===== src/rtl/stream_scan_map.svh =====
// register offsets, field positions, codes and timing counts of the sequencer
`ifndef STREAM_SCAN_MAP_SVH
`define STREAM_SCAN_MAP_SVH
// 16-bit register addresses, big-endian word pairs (high word first)
`define SSQ_SETTLE_HI     16'h0fa8
`define SSQ_SETTLE_LO     16'h0fa9
`define SSQ_RES_HI        16'h0faa
`define SSQ_RES_LO        16'h0fab
`define SSQ_CAPTURE       16'h1323
`define SSQ_PERIOD_HI     16'h0f00
`define SSQ_PERIOD_LO     16'h0f01
`define SSQ_NUM_ADDR      16'h0f02
`define SSQ_BURST_HI      16'h0f03
`define SSQ_BURST_LO      16'h0f04
`define SSQ_OPTIONS       16'h0f05
`define SSQ_ENABLE        16'h0f06
`define SSQ_STATUS        16'h0f07
`define SSQ_ERROR         16'h0f08
`define SSQ_SCAN_COUNT_HI 16'h0f09
`define SSQ_SCAN_COUNT_LO 16'h0f0a
`define SSQ_LIST_BASE     16'h1000
// reset values
`define SSQ_SETTLE_RST    32'h0000_0000
`define SSQ_RES_RST       32'h0000_0000
`define SSQ_PERIOD_RST    32'h0000_2710
`define SSQ_BURST_RST     32'h0000_0000
// option bits
`define SSQ_OPT_TRIG      0
`define SSQ_OPT_EXTCLK    1
// status bits
`define SSQ_ST_ACTIVE     0
`define SSQ_ST_ARMED      1
`define SSQ_ST_RATE_HIGH  2
`define SSQ_ST_DERATED    3
`define SSQ_ST_HAS_IN     4
`define SSQ_ST_HAS_OUT    5
// error codes
`define SSQ_ERR_NONE      16'h0000
`define SSQ_ERR_OVERLAP   16'h0b7e
`define SSQ_ERR_BUSY      16'h0001
`define SSQ_ERR_RES       16'h0002
`define SSQ_ERR_CFG       16'h0003
// unsupported resolution window
`define SSQ_RES_BAD_LO    32'h0000_0009
`define SSQ_RES_BAD_HI    32'h0000_000c
// channel kind codes in bits 15:12 of a scan entry
`define SSQ_K_AIN         4'h0
`define SSQ_K_PORT        4'h1
`define SSQ_K_LINE        4'h2
`define SSQ_K_EF          4'h3
`define SSQ_K_SLOW        4'h4
`define SSQ_K_CORE        4'h5
`define SSQ_K_CAPT        4'h6
`define SSQ_K_OUT         4'h7
`define SSQ_NUM_LINES     23
// timing: clock period and one microsecond in picoseconds
`define SSQ_CLK_PERIOD_PS 4000
`define SSQ_US_PS         1000000
`define SSQ_US_CYCLES     (`SSQ_US_PS / `SSQ_CLK_PERIOD_PS)
`define SSQ_AUTO_SETTLE_US 16'h0001
`endif


===== src/rtl/stream_scan_pkg.sv =====
// types shared by the stream scan sequencer
package stream_scan_pkg;
`include "stream_scan_map.svh"
  // kind of channel named by one scan entry
  typedef enum logic [3:0] {
    k_ain  = `SSQ_K_AIN,
    k_port = `SSQ_K_PORT,
    k_line = `SSQ_K_LINE,
    k_ef   = `SSQ_K_EF,
    k_slow = `SSQ_K_SLOW,
    k_core = `SSQ_K_CORE,
    k_capt = `SSQ_K_CAPT,
    k_out  = `SSQ_K_OUT
  } chan_kind_e;
  // one scan list entry
  typedef struct packed {
    chan_kind_e  kind;
    logic [11:0] index;
  } scan_entry_s;
  // conversion request toward the converter
  typedef struct packed {
    logic [11:0] chan;
    logic [3:0]  res;
  } adc_req_s;
  // one-hot sequencer states
  typedef enum logic [5:0] {
    s_idle   = 6'h01,
    s_fetch  = 6'h02,
    s_settle = 6'h04,
    s_start  = 6'h08,
    s_conv   = 6'h10,
    s_emit   = 6'h20
  } seq_state_e;
endpackage


===== src/rtl/stream_scan_sequencer.sv =====
// stream scan sequencer with its sample fifo
//
// Functional notes
// - one session only; second start refused
// - each pulse scans whole list in order
// - internal timer makes constant-rate scan pulses
// - scans repeat from start until stopped
// - command reads ok; analog refused while streaming
// - burst mode stops after configured scan count
// - optional trigger hold-off on higher-rate variant
// - optional external scan clock, higher-rate variant
// - higher variant: 100k samples/s, derate flagged
// - lower variant: 40k samples/s, derate flagged
// - mode follows input/output kinds in list
// - analog, ports, lines, features, timers, capture
// - samples are 16-bit, analog raw code
// - 32-bit value: low sent, high captured
// - capture may repeat; shows latest high half
// - settle wait after mux, except first entry
// - settle resets zero; below one means auto
// - stream resolution index drives conversions
// - resolution nine to twelve refused for stream
// - converter keeps its own range settings
// - pulse during scan stops, error 2942
// - first scan one period after enable

// sample fifo, flip-flop storage
module stream_fifo #(
  parameter int WIDTH = 16,
  parameter int DEPTH = 8
) (
  // clock and reset
  input  wire logic             clk,
  input  wire logic             sys_rst,
  // filling side
  input  wire logic             in_valid,
  output      logic             in_ready,
  input  wire logic [WIDTH-1:0] in_data,
  // draining side
  output      logic             out_valid,
  input  wire logic             out_ready,
  output      logic [WIDTH-1:0] out_data
);
  localparam int PW = $clog2(DEPTH);
  logic [WIDTH-1:0] mem_ff [DEPTH];  // storage
  logic [PW-1:0]    wr_ff;           // write pointer
  logic [PW-1:0]    rd_ff;           // read pointer
  logic [PW:0]      cnt_ff;          // fill level
  wire              push = in_valid && in_ready;
  wire              pop  = out_valid && out_ready;
  wire [PW-1:0]     last = PW'(DEPTH - 1);

  assign in_ready  = (cnt_ff != (PW+1)'(DEPTH));
  assign out_valid = (cnt_ff != '0);
  assign out_data  = mem_ff[rd_ff];

  // store on push
  always_ff @(posedge clk)
  begin
    if (push)
      mem_ff[wr_ff] <= in_data;
  end

  // pointers and level
  always_ff @(posedge clk or posedge sys_rst)
  begin
    if (sys_rst)
    begin
      wr_ff  <= '0;
      rd_ff  <= '0;
      cnt_ff <= '0;
    end
    else
    begin
      if (push)
        wr_ff <= (wr_ff == last) ? '0 : wr_ff + 1'b1;
      if (pop)
        rd_ff <= (rd_ff == last) ? '0 : rd_ff + 1'b1;
      cnt_ff <= cnt_ff + (PW+1)'(push) - (PW+1)'(pop);
    end
  end
endmodule

`include "stream_scan_map.svh"
module stream_scan_sequencer
  import stream_scan_pkg::*;
#(
  parameter int MAX_ADDR   = 16,
  parameter int HIGH_RATE  = 1,
  parameter int CLK_HZ     = 250000000,
  parameter int MAX_RATE   = (HIGH_RATE != 0) ? 100000 : 40000,
  parameter int FIFO_DEPTH = 8
) (
  // clock and reset
  input  wire logic        clk,
  input  wire logic        sys_rst,
  // register port, 16-bit words
  input  wire logic [15:0] reg_addr,
  input  wire logic        reg_wr,
  input  wire logic [15:0] reg_wdata,
  input  wire logic        reg_rd,
  output      logic [15:0] reg_rdata,
  output      logic        reg_ack,
  // command-response analog read arbitration
  input  wire logic        cr_ain_req,
  output      logic        cr_ain_refused,
  // converter
  output      logic        adc_start,
  output      adc_req_s    adc_req,
  input  wire logic        adc_done,
  input  wire logic [15:0] adc_code,
  input  wire logic        ain_all_wide_range,
  // sampled sources
  input  wire logic [15:0] port_state_word,
  input  wire logic [22:0] digital_line_state,
  output      logic [4:0]  ef_sel,
  input  wire logic [31:0] extended_feature_result,
  input  wire logic [31:0] slow_tick_timer,
  input  wire logic [31:0] core_timer,
  // stream-out strobe
  output      logic        out_strobe,
  output      logic [11:0] out_index,
  // trigger and external scan clock
  input  wire logic        trigger_in,
  input  wire logic        ext_clk_in,
  // sample stream toward the link
  output      logic        smp_valid,
  input  wire logic        smp_ready,
  output      logic [15:0] smp_data,
  // session state
  output      logic        stream_active,
  output      logic        scan_overrun_error
);
  localparam int AW = $clog2(MAX_ADDR);
  localparam int UW = $clog2(`SSQ_US_CYCLES);

  // configuration registers
  logic [31:0]   settle_ff;            // mux_settle_time, us
  logic [31:0]   res_ff;               // stream_resolution_select
  logic [31:0]   period_ff;            // scan period in clocks
  logic [31:0]   burst_ff;             // scans per burst, 0 = endless
  logic [AW:0]   num_ff;               // scan list length
  logic [1:0]    opt_ff;               // trigger, external clock
  logic [15:0]   list_ff [MAX_ADDR];   // scan list
  // session and sequencer state
  logic          active_ff;
  logic          armed_ff;
  logic [15:0]   err_ff;
  logic [15:0]   capture_ff;           // upper_half_capture
  logic [31:0]   per_cnt_ff;
  logic [31:0]   scan_cnt_ff;
  logic          ext_q_ff;
  logic          trig_q_ff;
  logic [UW-1:0] us_cnt_ff;
  logic [15:0]   settle_cnt_ff;
  logic [AW-1:0] idx_ff;
  logic [15:0]   sample_ff;
  logic          rate_high_ff;
  seq_state_e    state_ff;
  logic [15:0]   rdata_ff;
  logic          ack_ff;
  // next values
  seq_state_e    nxt_state;
  logic [AW-1:0] nxt_idx;
  logic [15:0]   nxt_sample;
  logic [15:0]   nxt_capture;
  logic [15:0]   nxt_settle_cnt;
  logic          scan_end;
  logic [15:0]   rd_mux;
  logic          smp_in_ready;         // fifo has room for a sample

  // write decode
  wire wr_en     = reg_wr && (reg_addr == `SSQ_ENABLE);
  wire start_req = wr_en && reg_wdata[0];
  wire stop_req  = wr_en && !reg_wdata[0];
  wire err_clr   = reg_wr && (reg_addr == `SSQ_ERROR);
  wire res_bad   = (res_ff >= `SSQ_RES_BAD_LO) &&
                   (res_ff <= `SSQ_RES_BAD_HI);
  wire cfg_bad   = (num_ff == '0) || (num_ff > (AW+1)'(MAX_ADDR));
  wire start_ok  = start_req && !active_ff && !res_bad && !cfg_bad;

  // scan list: stream-in and stream-out presence
  logic [MAX_ADDR-1:0] is_out;
  logic [MAX_ADDR-1:0] is_in;
  genvar g;
  generate
    for (g = 0; g < MAX_ADDR; g++)
    begin : g_list
      wire used = (AW+1)'(g) < num_ff;
      assign is_out[g] = used && (list_ff[g][15:12] == `SSQ_K_OUT);
      assign is_in[g]  = used && (list_ff[g][15:12] != `SSQ_K_OUT);
      // entry write
      always_ff @(posedge clk or posedge sys_rst)
      begin
        if (sys_rst)
          list_ff[g] <= 16'h0000;
        else if (reg_wr && (reg_addr == `SSQ_LIST_BASE + 16'(g)))
          list_ff[g] <= reg_wdata;
      end
    end
  endgenerate

  // scan pulse sources
  wire use_ext   = (HIGH_RATE != 0) && opt_ff[`SSQ_OPT_EXTCLK];
  wire use_trig  = (HIGH_RATE != 0) && opt_ff[`SSQ_OPT_TRIG];
  wire ext_rise  = ext_clk_in && !ext_q_ff;
  wire trig_rise = trigger_in && !trig_q_ff;
  wire [31:0] period_eff = (period_ff == '0) ? 32'h1 : period_ff;
  wire int_pulse = (per_cnt_ff == period_eff - 32'h1);
  wire scan_pulse = active_ff && !armed_ff &&
                    (use_ext ? ext_rise : int_pulse);
  wire overlap   = scan_pulse && (state_ff != s_idle);
  wire scan_go   = scan_pulse && (state_ff == s_idle);
  wire burst_end = scan_end && (burst_ff != '0) &&
                   (scan_cnt_ff + 32'h1 == burst_ff);
  wire us_tick   = (us_cnt_ff == UW'(`SSQ_US_CYCLES - 1));

  // current entry and its 32-bit value
  scan_entry_s entry;
  assign entry = scan_entry_s'(list_ff[idx_ff]);
  assign ef_sel = entry.index[4:0];
  wire line_ok = entry.index < 12'(`SSQ_NUM_LINES);
  wire [31:0] wide_val =
      (entry.kind == k_ef)   ? extended_feature_result :
      (entry.kind == k_slow) ? slow_tick_timer :
      core_timer;
  wire is_wide = (entry.kind == k_ef) || (entry.kind == k_slow) ||
                 (entry.kind == k_core);
  wire [15:0] narrow_val =
      (entry.kind == k_port) ? port_state_word :
      (entry.kind == k_line) ? {15'h0000, line_ok &&
                                digital_line_state[entry.index[4:0]]} :
      capture_ff;
  wire last_entry = ((AW+1)'(idx_ff) == num_ff - (AW+1)'(1));
  // auto settle when configured below one microsecond
  wire [15:0] settle_us = (settle_ff == '0) ? `SSQ_AUTO_SETTLE_US :
                          (|settle_ff[31:16]) ? 16'hffff :
                          settle_ff[15:0];

  // sequencer next state
  always_comb
  begin
    nxt_state      = state_ff;
    nxt_idx        = idx_ff;
    nxt_sample     = sample_ff;
    nxt_capture    = capture_ff;
    nxt_settle_cnt = settle_cnt_ff;
    scan_end       = 1'b0;
    case (state_ff)
      s_idle:
      begin
        if (scan_go)
        begin
          nxt_idx   = '0;
          nxt_state = s_fetch;
        end
      end
      s_fetch:
      begin
        // analog entries convert; an analog entry at list index 0 skips the mux wait
        if (entry.kind == k_ain)
        begin
          nxt_settle_cnt = settle_us;
          nxt_state = (idx_ff == '0) ? s_start : s_settle;
        end
        else if (entry.kind == k_out)
        begin
          // output entry yields no sample
          if (last_entry)
          begin
            scan_end  = 1'b1;
            nxt_state = s_idle;
          end
          else
            nxt_idx = idx_ff + 1'b1;
        end
        else if (is_wide)
        begin
          nxt_sample  = wide_val[15:0];
          nxt_capture = wide_val[31:16];
          nxt_state   = s_emit;
        end
        else
        begin
          nxt_sample = narrow_val;
          nxt_state  = s_emit;
        end
      end
      s_settle:
      begin
        // count whole microseconds after the mux switch
        if (us_tick)
          nxt_settle_cnt = settle_cnt_ff - 16'h0001;
        if (settle_cnt_ff == 16'h0000)
          nxt_state = s_start;
      end
      s_start:
        nxt_state = s_conv;
      s_conv:
      begin
        if (adc_done)
        begin
          nxt_sample = adc_code;
          nxt_state  = s_emit;
        end
      end
      s_emit:
      begin
        // fifo full stalls the scan here
        if (smp_in_ready)
        begin
          if (last_entry)
          begin
            scan_end  = 1'b1;
            nxt_state = s_idle;
          end
          else
          begin
            nxt_idx   = idx_ff + 1'b1;
            nxt_state = s_fetch;
          end
        end
      end
      default:
        nxt_state = s_idle;
    endcase
    // a stopped session drops the scan in flight
    if (!active_ff || overlap)
      nxt_state = s_idle;
  end

  // converter and strobe outputs
  assign adc_start      = (state_ff == s_start);
  assign adc_req        = '{chan: entry.index, res: res_ff[3:0]};
  assign out_strobe     = (state_ff == s_fetch) && (entry.kind == k_out);
  assign out_index      = entry.index;
  assign cr_ain_refused = cr_ain_req && active_ff;
  assign stream_active  = active_ff;
  assign scan_overrun_error = (err_ff == `SSQ_ERR_OVERLAP);
  assign reg_rdata      = rdata_ff;
  assign reg_ack        = ack_ff;

  // sample fifo toward the link
  stream_fifo #(
    .WIDTH (16),
    .DEPTH (FIFO_DEPTH)
  ) u_fifo (
    .clk       (clk),
    .sys_rst   (sys_rst),
    .in_valid  (state_ff == s_emit && active_ff),
    .in_ready  (smp_in_ready),
    .in_data   (sample_ff),
    .out_valid (smp_valid),
    .out_ready (smp_ready),
    .out_data  (smp_data)
  );

  // rate check: addresses times scan rate against the limit
  wire [63:0] rate_lhs = 64'(num_ff) * 64'(CLK_HZ);
  wire [63:0] rate_rhs = 64'(MAX_RATE) * 64'(period_eff);
  wire derated = (num_ff > (AW+1)'(1)) && ((res_ff > 32'h1) ||
                 ((HIGH_RATE != 0) && !ain_all_wide_range));

  // register read mux
  always_comb
  begin
    rd_mux = 16'h0000;
    case (reg_addr)
      `SSQ_SETTLE_HI:     rd_mux = settle_ff[31:16];
      `SSQ_SETTLE_LO:     rd_mux = settle_ff[15:0];
      `SSQ_RES_HI:        rd_mux = res_ff[31:16];
      `SSQ_RES_LO:        rd_mux = res_ff[15:0];
      `SSQ_CAPTURE:       rd_mux = capture_ff;
      `SSQ_PERIOD_HI:     rd_mux = period_ff[31:16];
      `SSQ_PERIOD_LO:     rd_mux = period_ff[15:0];
      `SSQ_NUM_ADDR:      rd_mux = 16'(num_ff);
      `SSQ_BURST_HI:      rd_mux = burst_ff[31:16];
      `SSQ_BURST_LO:      rd_mux = burst_ff[15:0];
      `SSQ_OPTIONS:       rd_mux = {14'h0000, opt_ff};
      `SSQ_ENABLE:        rd_mux = {15'h0000, active_ff};
      `SSQ_STATUS:        rd_mux = {10'h000, |is_out, |is_in, derated,
                                    rate_high_ff, armed_ff, active_ff};
      `SSQ_ERROR:         rd_mux = err_ff;
      `SSQ_SCAN_COUNT_HI: rd_mux = scan_cnt_ff[31:16];
      `SSQ_SCAN_COUNT_LO: rd_mux = scan_cnt_ff[15:0];
      default:
      begin
        // scan list window, others read zero
        if (reg_addr >= `SSQ_LIST_BASE &&
            reg_addr < `SSQ_LIST_BASE + 16'(MAX_ADDR))
          rd_mux = list_ff[AW'(reg_addr - `SSQ_LIST_BASE)];
      end
    endcase
  end

  // configuration writes
  always_ff @(posedge clk or posedge sys_rst)
  begin
    if (sys_rst)
    begin
      settle_ff <= `SSQ_SETTLE_RST;
      res_ff    <= `SSQ_RES_RST;
      period_ff <= `SSQ_PERIOD_RST;
      burst_ff  <= `SSQ_BURST_RST;
      num_ff    <= (AW+1)'(1);
      opt_ff    <= 2'h0;
    end
    else if (reg_wr)
    begin
      case (reg_addr)
        `SSQ_SETTLE_HI: settle_ff[31:16] <= reg_wdata;
        `SSQ_SETTLE_LO: settle_ff[15:0]  <= reg_wdata;
        `SSQ_RES_HI:    res_ff[31:16]    <= reg_wdata;
        `SSQ_RES_LO:    res_ff[15:0]     <= reg_wdata;
        `SSQ_PERIOD_HI: period_ff[31:16] <= reg_wdata;
        `SSQ_PERIOD_LO: period_ff[15:0]  <= reg_wdata;
        `SSQ_NUM_ADDR:  num_ff           <= reg_wdata[AW:0];
        `SSQ_BURST_HI:  burst_ff[31:16]  <= reg_wdata;
        `SSQ_BURST_LO:  burst_ff[15:0]   <= reg_wdata;
        `SSQ_OPTIONS:   opt_ff           <= reg_wdata[1:0];
        default:        opt_ff           <= opt_ff;
      endcase
    end
  end

  // session control and error code
  always_ff @(posedge clk or posedge sys_rst)
  begin
    if (sys_rst)
    begin
      active_ff    <= 1'b0;
      armed_ff     <= 1'b0;
      err_ff       <= `SSQ_ERR_NONE;
      rate_high_ff <= 1'b0;
    end
    else
    begin
      if (start_ok)
      begin
        active_ff    <= 1'b1;
        armed_ff     <= use_trig;
        rate_high_ff <= !use_ext && (rate_lhs > rate_rhs);
      end
      else if (stop_req || overlap || burst_end)
        active_ff <= 1'b0;
      if (armed_ff && trig_rise)
        armed_ff <= 1'b0;
      // new error wins over software clear
      if (overlap)
        err_ff <= `SSQ_ERR_OVERLAP;
      else if (start_req && active_ff)
        err_ff <= `SSQ_ERR_BUSY;
      else if (start_req && res_bad)
        err_ff <= `SSQ_ERR_RES;
      else if (start_req && cfg_bad)
        err_ff <= `SSQ_ERR_CFG;
      else if (err_clr)
        err_ff <= `SSQ_ERR_NONE;
    end
  end

  // scan timer, edge history, scan count
  always_ff @(posedge clk or posedge sys_rst)
  begin
    if (sys_rst)
    begin
      per_cnt_ff  <= 32'h0;
      scan_cnt_ff <= 32'h0;
      ext_q_ff    <= 1'b0;
      trig_q_ff   <= 1'b0;
      us_cnt_ff   <= '0;
    end
    else
    begin
      ext_q_ff  <= ext_clk_in;
      trig_q_ff <= trigger_in;
      // timer restarts at enable so first pulse is one period later
      if (!active_ff || armed_ff || start_ok || int_pulse)
        per_cnt_ff <= 32'h0;
      else
        per_cnt_ff <= per_cnt_ff + 32'h1;
      if (start_ok)
        scan_cnt_ff <= 32'h0;
      else if (scan_end)
        scan_cnt_ff <= scan_cnt_ff + 32'h1;
      // microsecond divider aligned to the settle start
      if (state_ff != s_settle || us_tick)
        us_cnt_ff <= '0;
      else
        us_cnt_ff <= us_cnt_ff + 1'b1;
    end
  end

  // sequencer registers and register read answer
  always_ff @(posedge clk or posedge sys_rst)
  begin
    if (sys_rst)
    begin
      state_ff      <= s_idle;
      idx_ff        <= '0;
      sample_ff     <= 16'h0000;
      capture_ff    <= 16'h0000;
      settle_cnt_ff <= 16'h0000;
      rdata_ff      <= 16'h0000;
      ack_ff        <= 1'b0;
    end
    else
    begin
      state_ff      <= nxt_state;
      idx_ff        <= nxt_idx;
      sample_ff     <= nxt_sample;
      capture_ff    <= nxt_capture;
      settle_cnt_ff <= nxt_settle_cnt;
      ack_ff        <= reg_rd || reg_wr;
      if (reg_rd)
        rdata_ff <= rd_mux;
    end
  end
endmodule


===== config.mk =====
export PLATFORM = sky130hd
export DESIGN_NAME = stream_scan_sequencer
export DESIGN_NICKNAME = d
export VERILOG_FILES = /design/src/rtl/stream_scan_pkg.sv /design/src/rtl/stream_scan_sequencer.sv
export VERILOG_INCLUDE_DIRS = /design/src /design/src/rtl
export SDC_FILE = /design/constraint.sdc
export NUM_CORES = 2
export LEC_CHECK = 0
export ABC_CLOCK_PERIOD_IN_PS = 21900
export BUFFER_PORTS_ARGS = -buffer_cell sky130_fd_sc_hd__buf_2
export CELL_PAD_IN_SITES_DETAIL_PLACEMENT = 1
export CELL_PAD_IN_SITES_GLOBAL_PLACEMENT = 2
export CORE_MARGIN = 3
export CORE_UTILIZATION = 42
export CTS_CLUSTER_DIAMETER = 100
export DETAILED_ROUTE_END_ITERATION = 7
export GPL_TIMING_DRIVEN = 0
export HOLD_SLACK_MARGIN = 0.03
export PLACE_DENSITY = 0.93
export SETUP_SLACK_MARGIN = 0.02
export SLEW_MARGIN = 20
export SYNTH_ARGS = -nofsm -noshare
export SYNTH_HDL_FRONTEND = slang
export SYNTH_SLANG_ARGS = --single-unit

===== constraint.sdc =====
create_clock -name clk -period 21.9 [get_ports clk]
set_clock_uncertainty 0.1 [all_clocks]
set_input_delay 2.19 -clock clk [delete_from_list [all_inputs] [get_ports clk]]
set_output_delay 2.19 -clock clk [all_outputs]
set_load 0.01 [all_outputs]

==> results.cfg <==
[final_layout]
syn_to_final_growth_pct = 12.88
stdcell_count = 6067
num-nets-final = 5101
multiInputGateArea_mm2 = 0.02652
num-fill-cells = 11910
ff_latch_area_mm2 = 0.01777
drive_above_1_share_pct = 24.38

[yosys]
synth_edf_count = 128
syn_avg_cell_area_um2 = 11.18
synth_ff_type = dfrtp_1
ys_seq_area_share_pct = 38.15
async_flop_share_pct = 81.29
syn_area_mm2 = 0.04657
yosys.area.top_type = dfrtp_1
synth_top_area_share_pct = 29.50
syn_nets = 4746
ys_seq_elements = 684
synth_cells = 4165
synth_area_leaders = dfrtp_1 (29%), mux2_2 (10%), mux4_2 (10%)
ys_warn_count = 0
synth.distinct_cells = 90

[place]
place_congestion = 0.9657
place_ws_ns = 12.32
placed_cells = 5922
io_buffers = 262
hpwl_um = 126800

[power]
p_leak_uw = 0.02412
combPwrFrac_pct = 10.6
ir_drop_mv = 0.06293
p_sw_uw = 748.2
p_clk_share_pct = 44.2
pwr-share-seq_pct = 45.3
p_per_area_mw_per_mm2 = 55.39
intPower_uw = 2163
p_sw_share_pct = 25.70

[timing]
period_minus_slack_ns = 9.697
setup_tns_ns = 0
max_freq_mhz = 103.1
maxSlewViolCount = 0
hold_violations = 0
max-slew-margin-rel_pct = 8.026
setup-violations-final = 0
worstMarginPinSlew_ns = 1.361
setup_ws_ns = 12.20
finalCritPeriodShare_pct = 44.28
rsz0062_at_grt = false

[job]
maxCapViolCount = 0

[die]
chipHeight_um = 339.0
core_area_mm2 = 0.1095
pin_count = 265
initial_core_util_pct = 42.55
die_x_um = 339.0
dieArea_mm2 = 0.1149
fp-row-count = 121

[setup_path]
crit_type = reg2reg
reg2reg_depth = 35
required_ns = 22.39
end_kind = flip-flop
slowest_stage = o311ai_0
path_common_cell = ha_1
crit_fanout = 8
cpPeakStageDelay_ns = 0.68
cp-start-kind = flip-flop
critPathArrivalTime_ns = 10.18

[route]
wl_per_cell_um = 27.40
viasPerCell = 6.085
drc = 0
drt.antenna.violating_nets = 0
wl_um = 166300
first_pass_iters = 5
num_vias = 36920
dr.first_iter.drc_count = 3054

[clock_tree]
clock_sinks = 684
ctsResizeCount = 0
clock_latency_ns = 0.66
path_clk_slew_ns = 0.06
clockBufferDepth = 3
post_cts_buffers = 0
cts_buffers = 72
postCtsHoldBufs = 0
cts_tree = built
root_buffer = clkbuf_16
cts_max_level = 3

[min_path]
min_path_cells = 1
hp-class = reg2reg

[grt]
grt_max_degree = 97
first_global_vias = 39280
track_usage_pct = 28.44
grt_pass1_wl_um = 250300
antenna_found_initial = 19
gr-total-overflow = 0

[status]
status = finished, final reports clean
==> synthesized netlist by cell type, types with 9 or more instances <==
cell and number:
a211oi_1 16, a21o_1 39, a21oi_1 149, a221oi_1 14, a222oi_1 17, a22o_1 17
a22oi_1 12, a31oi_1 34, and2_1 29, and3_1 28, and4_1 9, and4b_1 10
buf_1 30, buf_2 13, buf_4 26, clkbuf_1 188, dfrtp_1 549, edfxtp_1 128
fa_1 96, ha_1 292, inv_1 326, mux2_2 415, mux2i_1 62, mux4_2 207
nand2_1 253, nand2b_1 16, nand3_1 76, nand4_1 45, nand4b_1 13, nor2_1 285
nor2b_1 25, nor3_1 55, nor3b_1 14, nor4_1 45, o211ai_1 28, o21a_1 14
o21ai_0 143, o22ai_1 10, o31ai_1 10, or2_2 11, or3_1 14, xnor2_1 135
xor2_1 141
==> metrics by stage <==
step	hold WS (ns)	cell area [um^2]	total power [uW]	utilization [%]
3_5_place_dp	0.3979	50100	1645	45.77
5_1_grt	0.4365	52550	2994	48.01
3_3_place_gp	0.3837	49730	1629	45.43
2_1_floorplan	0.3507	46570	1520	-
4_1_cts	0.4099	52520	2920	47.98
6_report	0.4197	52570	2912	48.03
==> layout by cell type, fill, tap and decap left out, types with 34 or more instances in the layout <==
cell type  instances
fa_1              96
nand4_1           45
inv_1            325
xnor2_1          135
mux2_2           415
dfrtp_1          549
buf_2            277
o21ai_0          143
edfxtp_1         128
mux4_2           207
nand2_1          253
a21o_1            39
nor3_1            52
nand3_1           76
nor4_1            45
mux2i_1           61
clkbuf_1         203
nor2_1           279
xor2_1           141
clkbuf_16         72
a31oi_1           34
ha_1             292
a21oi_1          149
==> worst paths after layout <==
path                                from           end  slack [ns]
setup / recovery           period_ff[10]  rate_high_ff       12.20
hold / removal              rate_high_ff  rate_high_ff        0.42
setup reg to reg           period_ff[10]  rate_high_ff       12.20
hold reg to reg             rate_high_ff  rate_high_ff        0.42
max in group asynchronous        sys_rst   state_ff[0]       18.47
min in group asynchronous        sys_rst  list_ff[186]        1.49
==> power by group through the flow <==
| stage | registers, uW | clock network, uW | logic [uW] |
|---|---|---|---|
| 2_1_floorplan | 1340 | 0 | 182 |
| 6_report | 1320 | 1290 | 307 |
| 5_1_grt | 1320 | 1350 | 327 |
| 4_1_cts | 1320 | 1290 | 309 |
| 3_5_place_dp | 1340 | 0 | 303 |
| 3_3_place_gp | 1340 | 0 | 286 |
==> logic make-up after synthesis <==
family	Yosys count	share of synthesized area (%)
and+or+nand+nor	954	9.951
muxes	684	21.38
AOI/OAI and AO/OA	588	8.269
adders and majority gates	389	11.99
buffers and inverters	589	5.024
xor gates and xnor gates	277	5.239
DFF	684	38.15
==> final cells by class <==
| type | count | area share, % |
|---|---|---|
| clock buffers | 109 | 4.034 |
| clock inverters | 22 | 0.5688 |
| flip-flops and latches | 684 | 33.80 |
| multi-input cells | 2892 | 50.45 |
| inverters | 330 | 2.371 |
| well taps | 1476 | 3.513 |
| repair buffers | 281 | 3.080 |
| plain buffers | 259 | 2.118 |
| diodes | 14 | 0.06664 |
==> flip-flops by register name, summed over array words and instances (netlist names), 4 cells and up <==
name and flops:
burst_ff 32, res_ff 32, period_ff 32, idx_ff 4
reg_rdata 16, list_ff 256, sample_ff 16, scan_cnt_ff 32
per_cnt_ff 32, num_ff 5, state_ff 6, capture_ff 16
settle_cnt_ff 16, u_fifo.cnt_ff 4, us_cnt_ff 8, settle_ff 32
u_fifo.mem_ff 128
==> layer usage <==
layer	vias to the layer above	track usage, %	routed length [um]
met5	-	0.08333	84
li1	15710	-	-
met4	12	11.05	7003
met3	432	6.523	12820
met2	1529	47.12	80080
met1	19230	36.17	66270
==> critical path: cells and delay by family, from the launching register on <==
kind                     cells  cell delay (ns)
AO/OA/AOI/OAI               15             4.28
adder cells (fa/ha/maj)      6             2.28
buffers and inverters        5             1.13
flip-flops                   1             0.52
AND/OR/NAND/NOR              9             1.34
No activity file was read; power rests on OpenSTA's default activity.
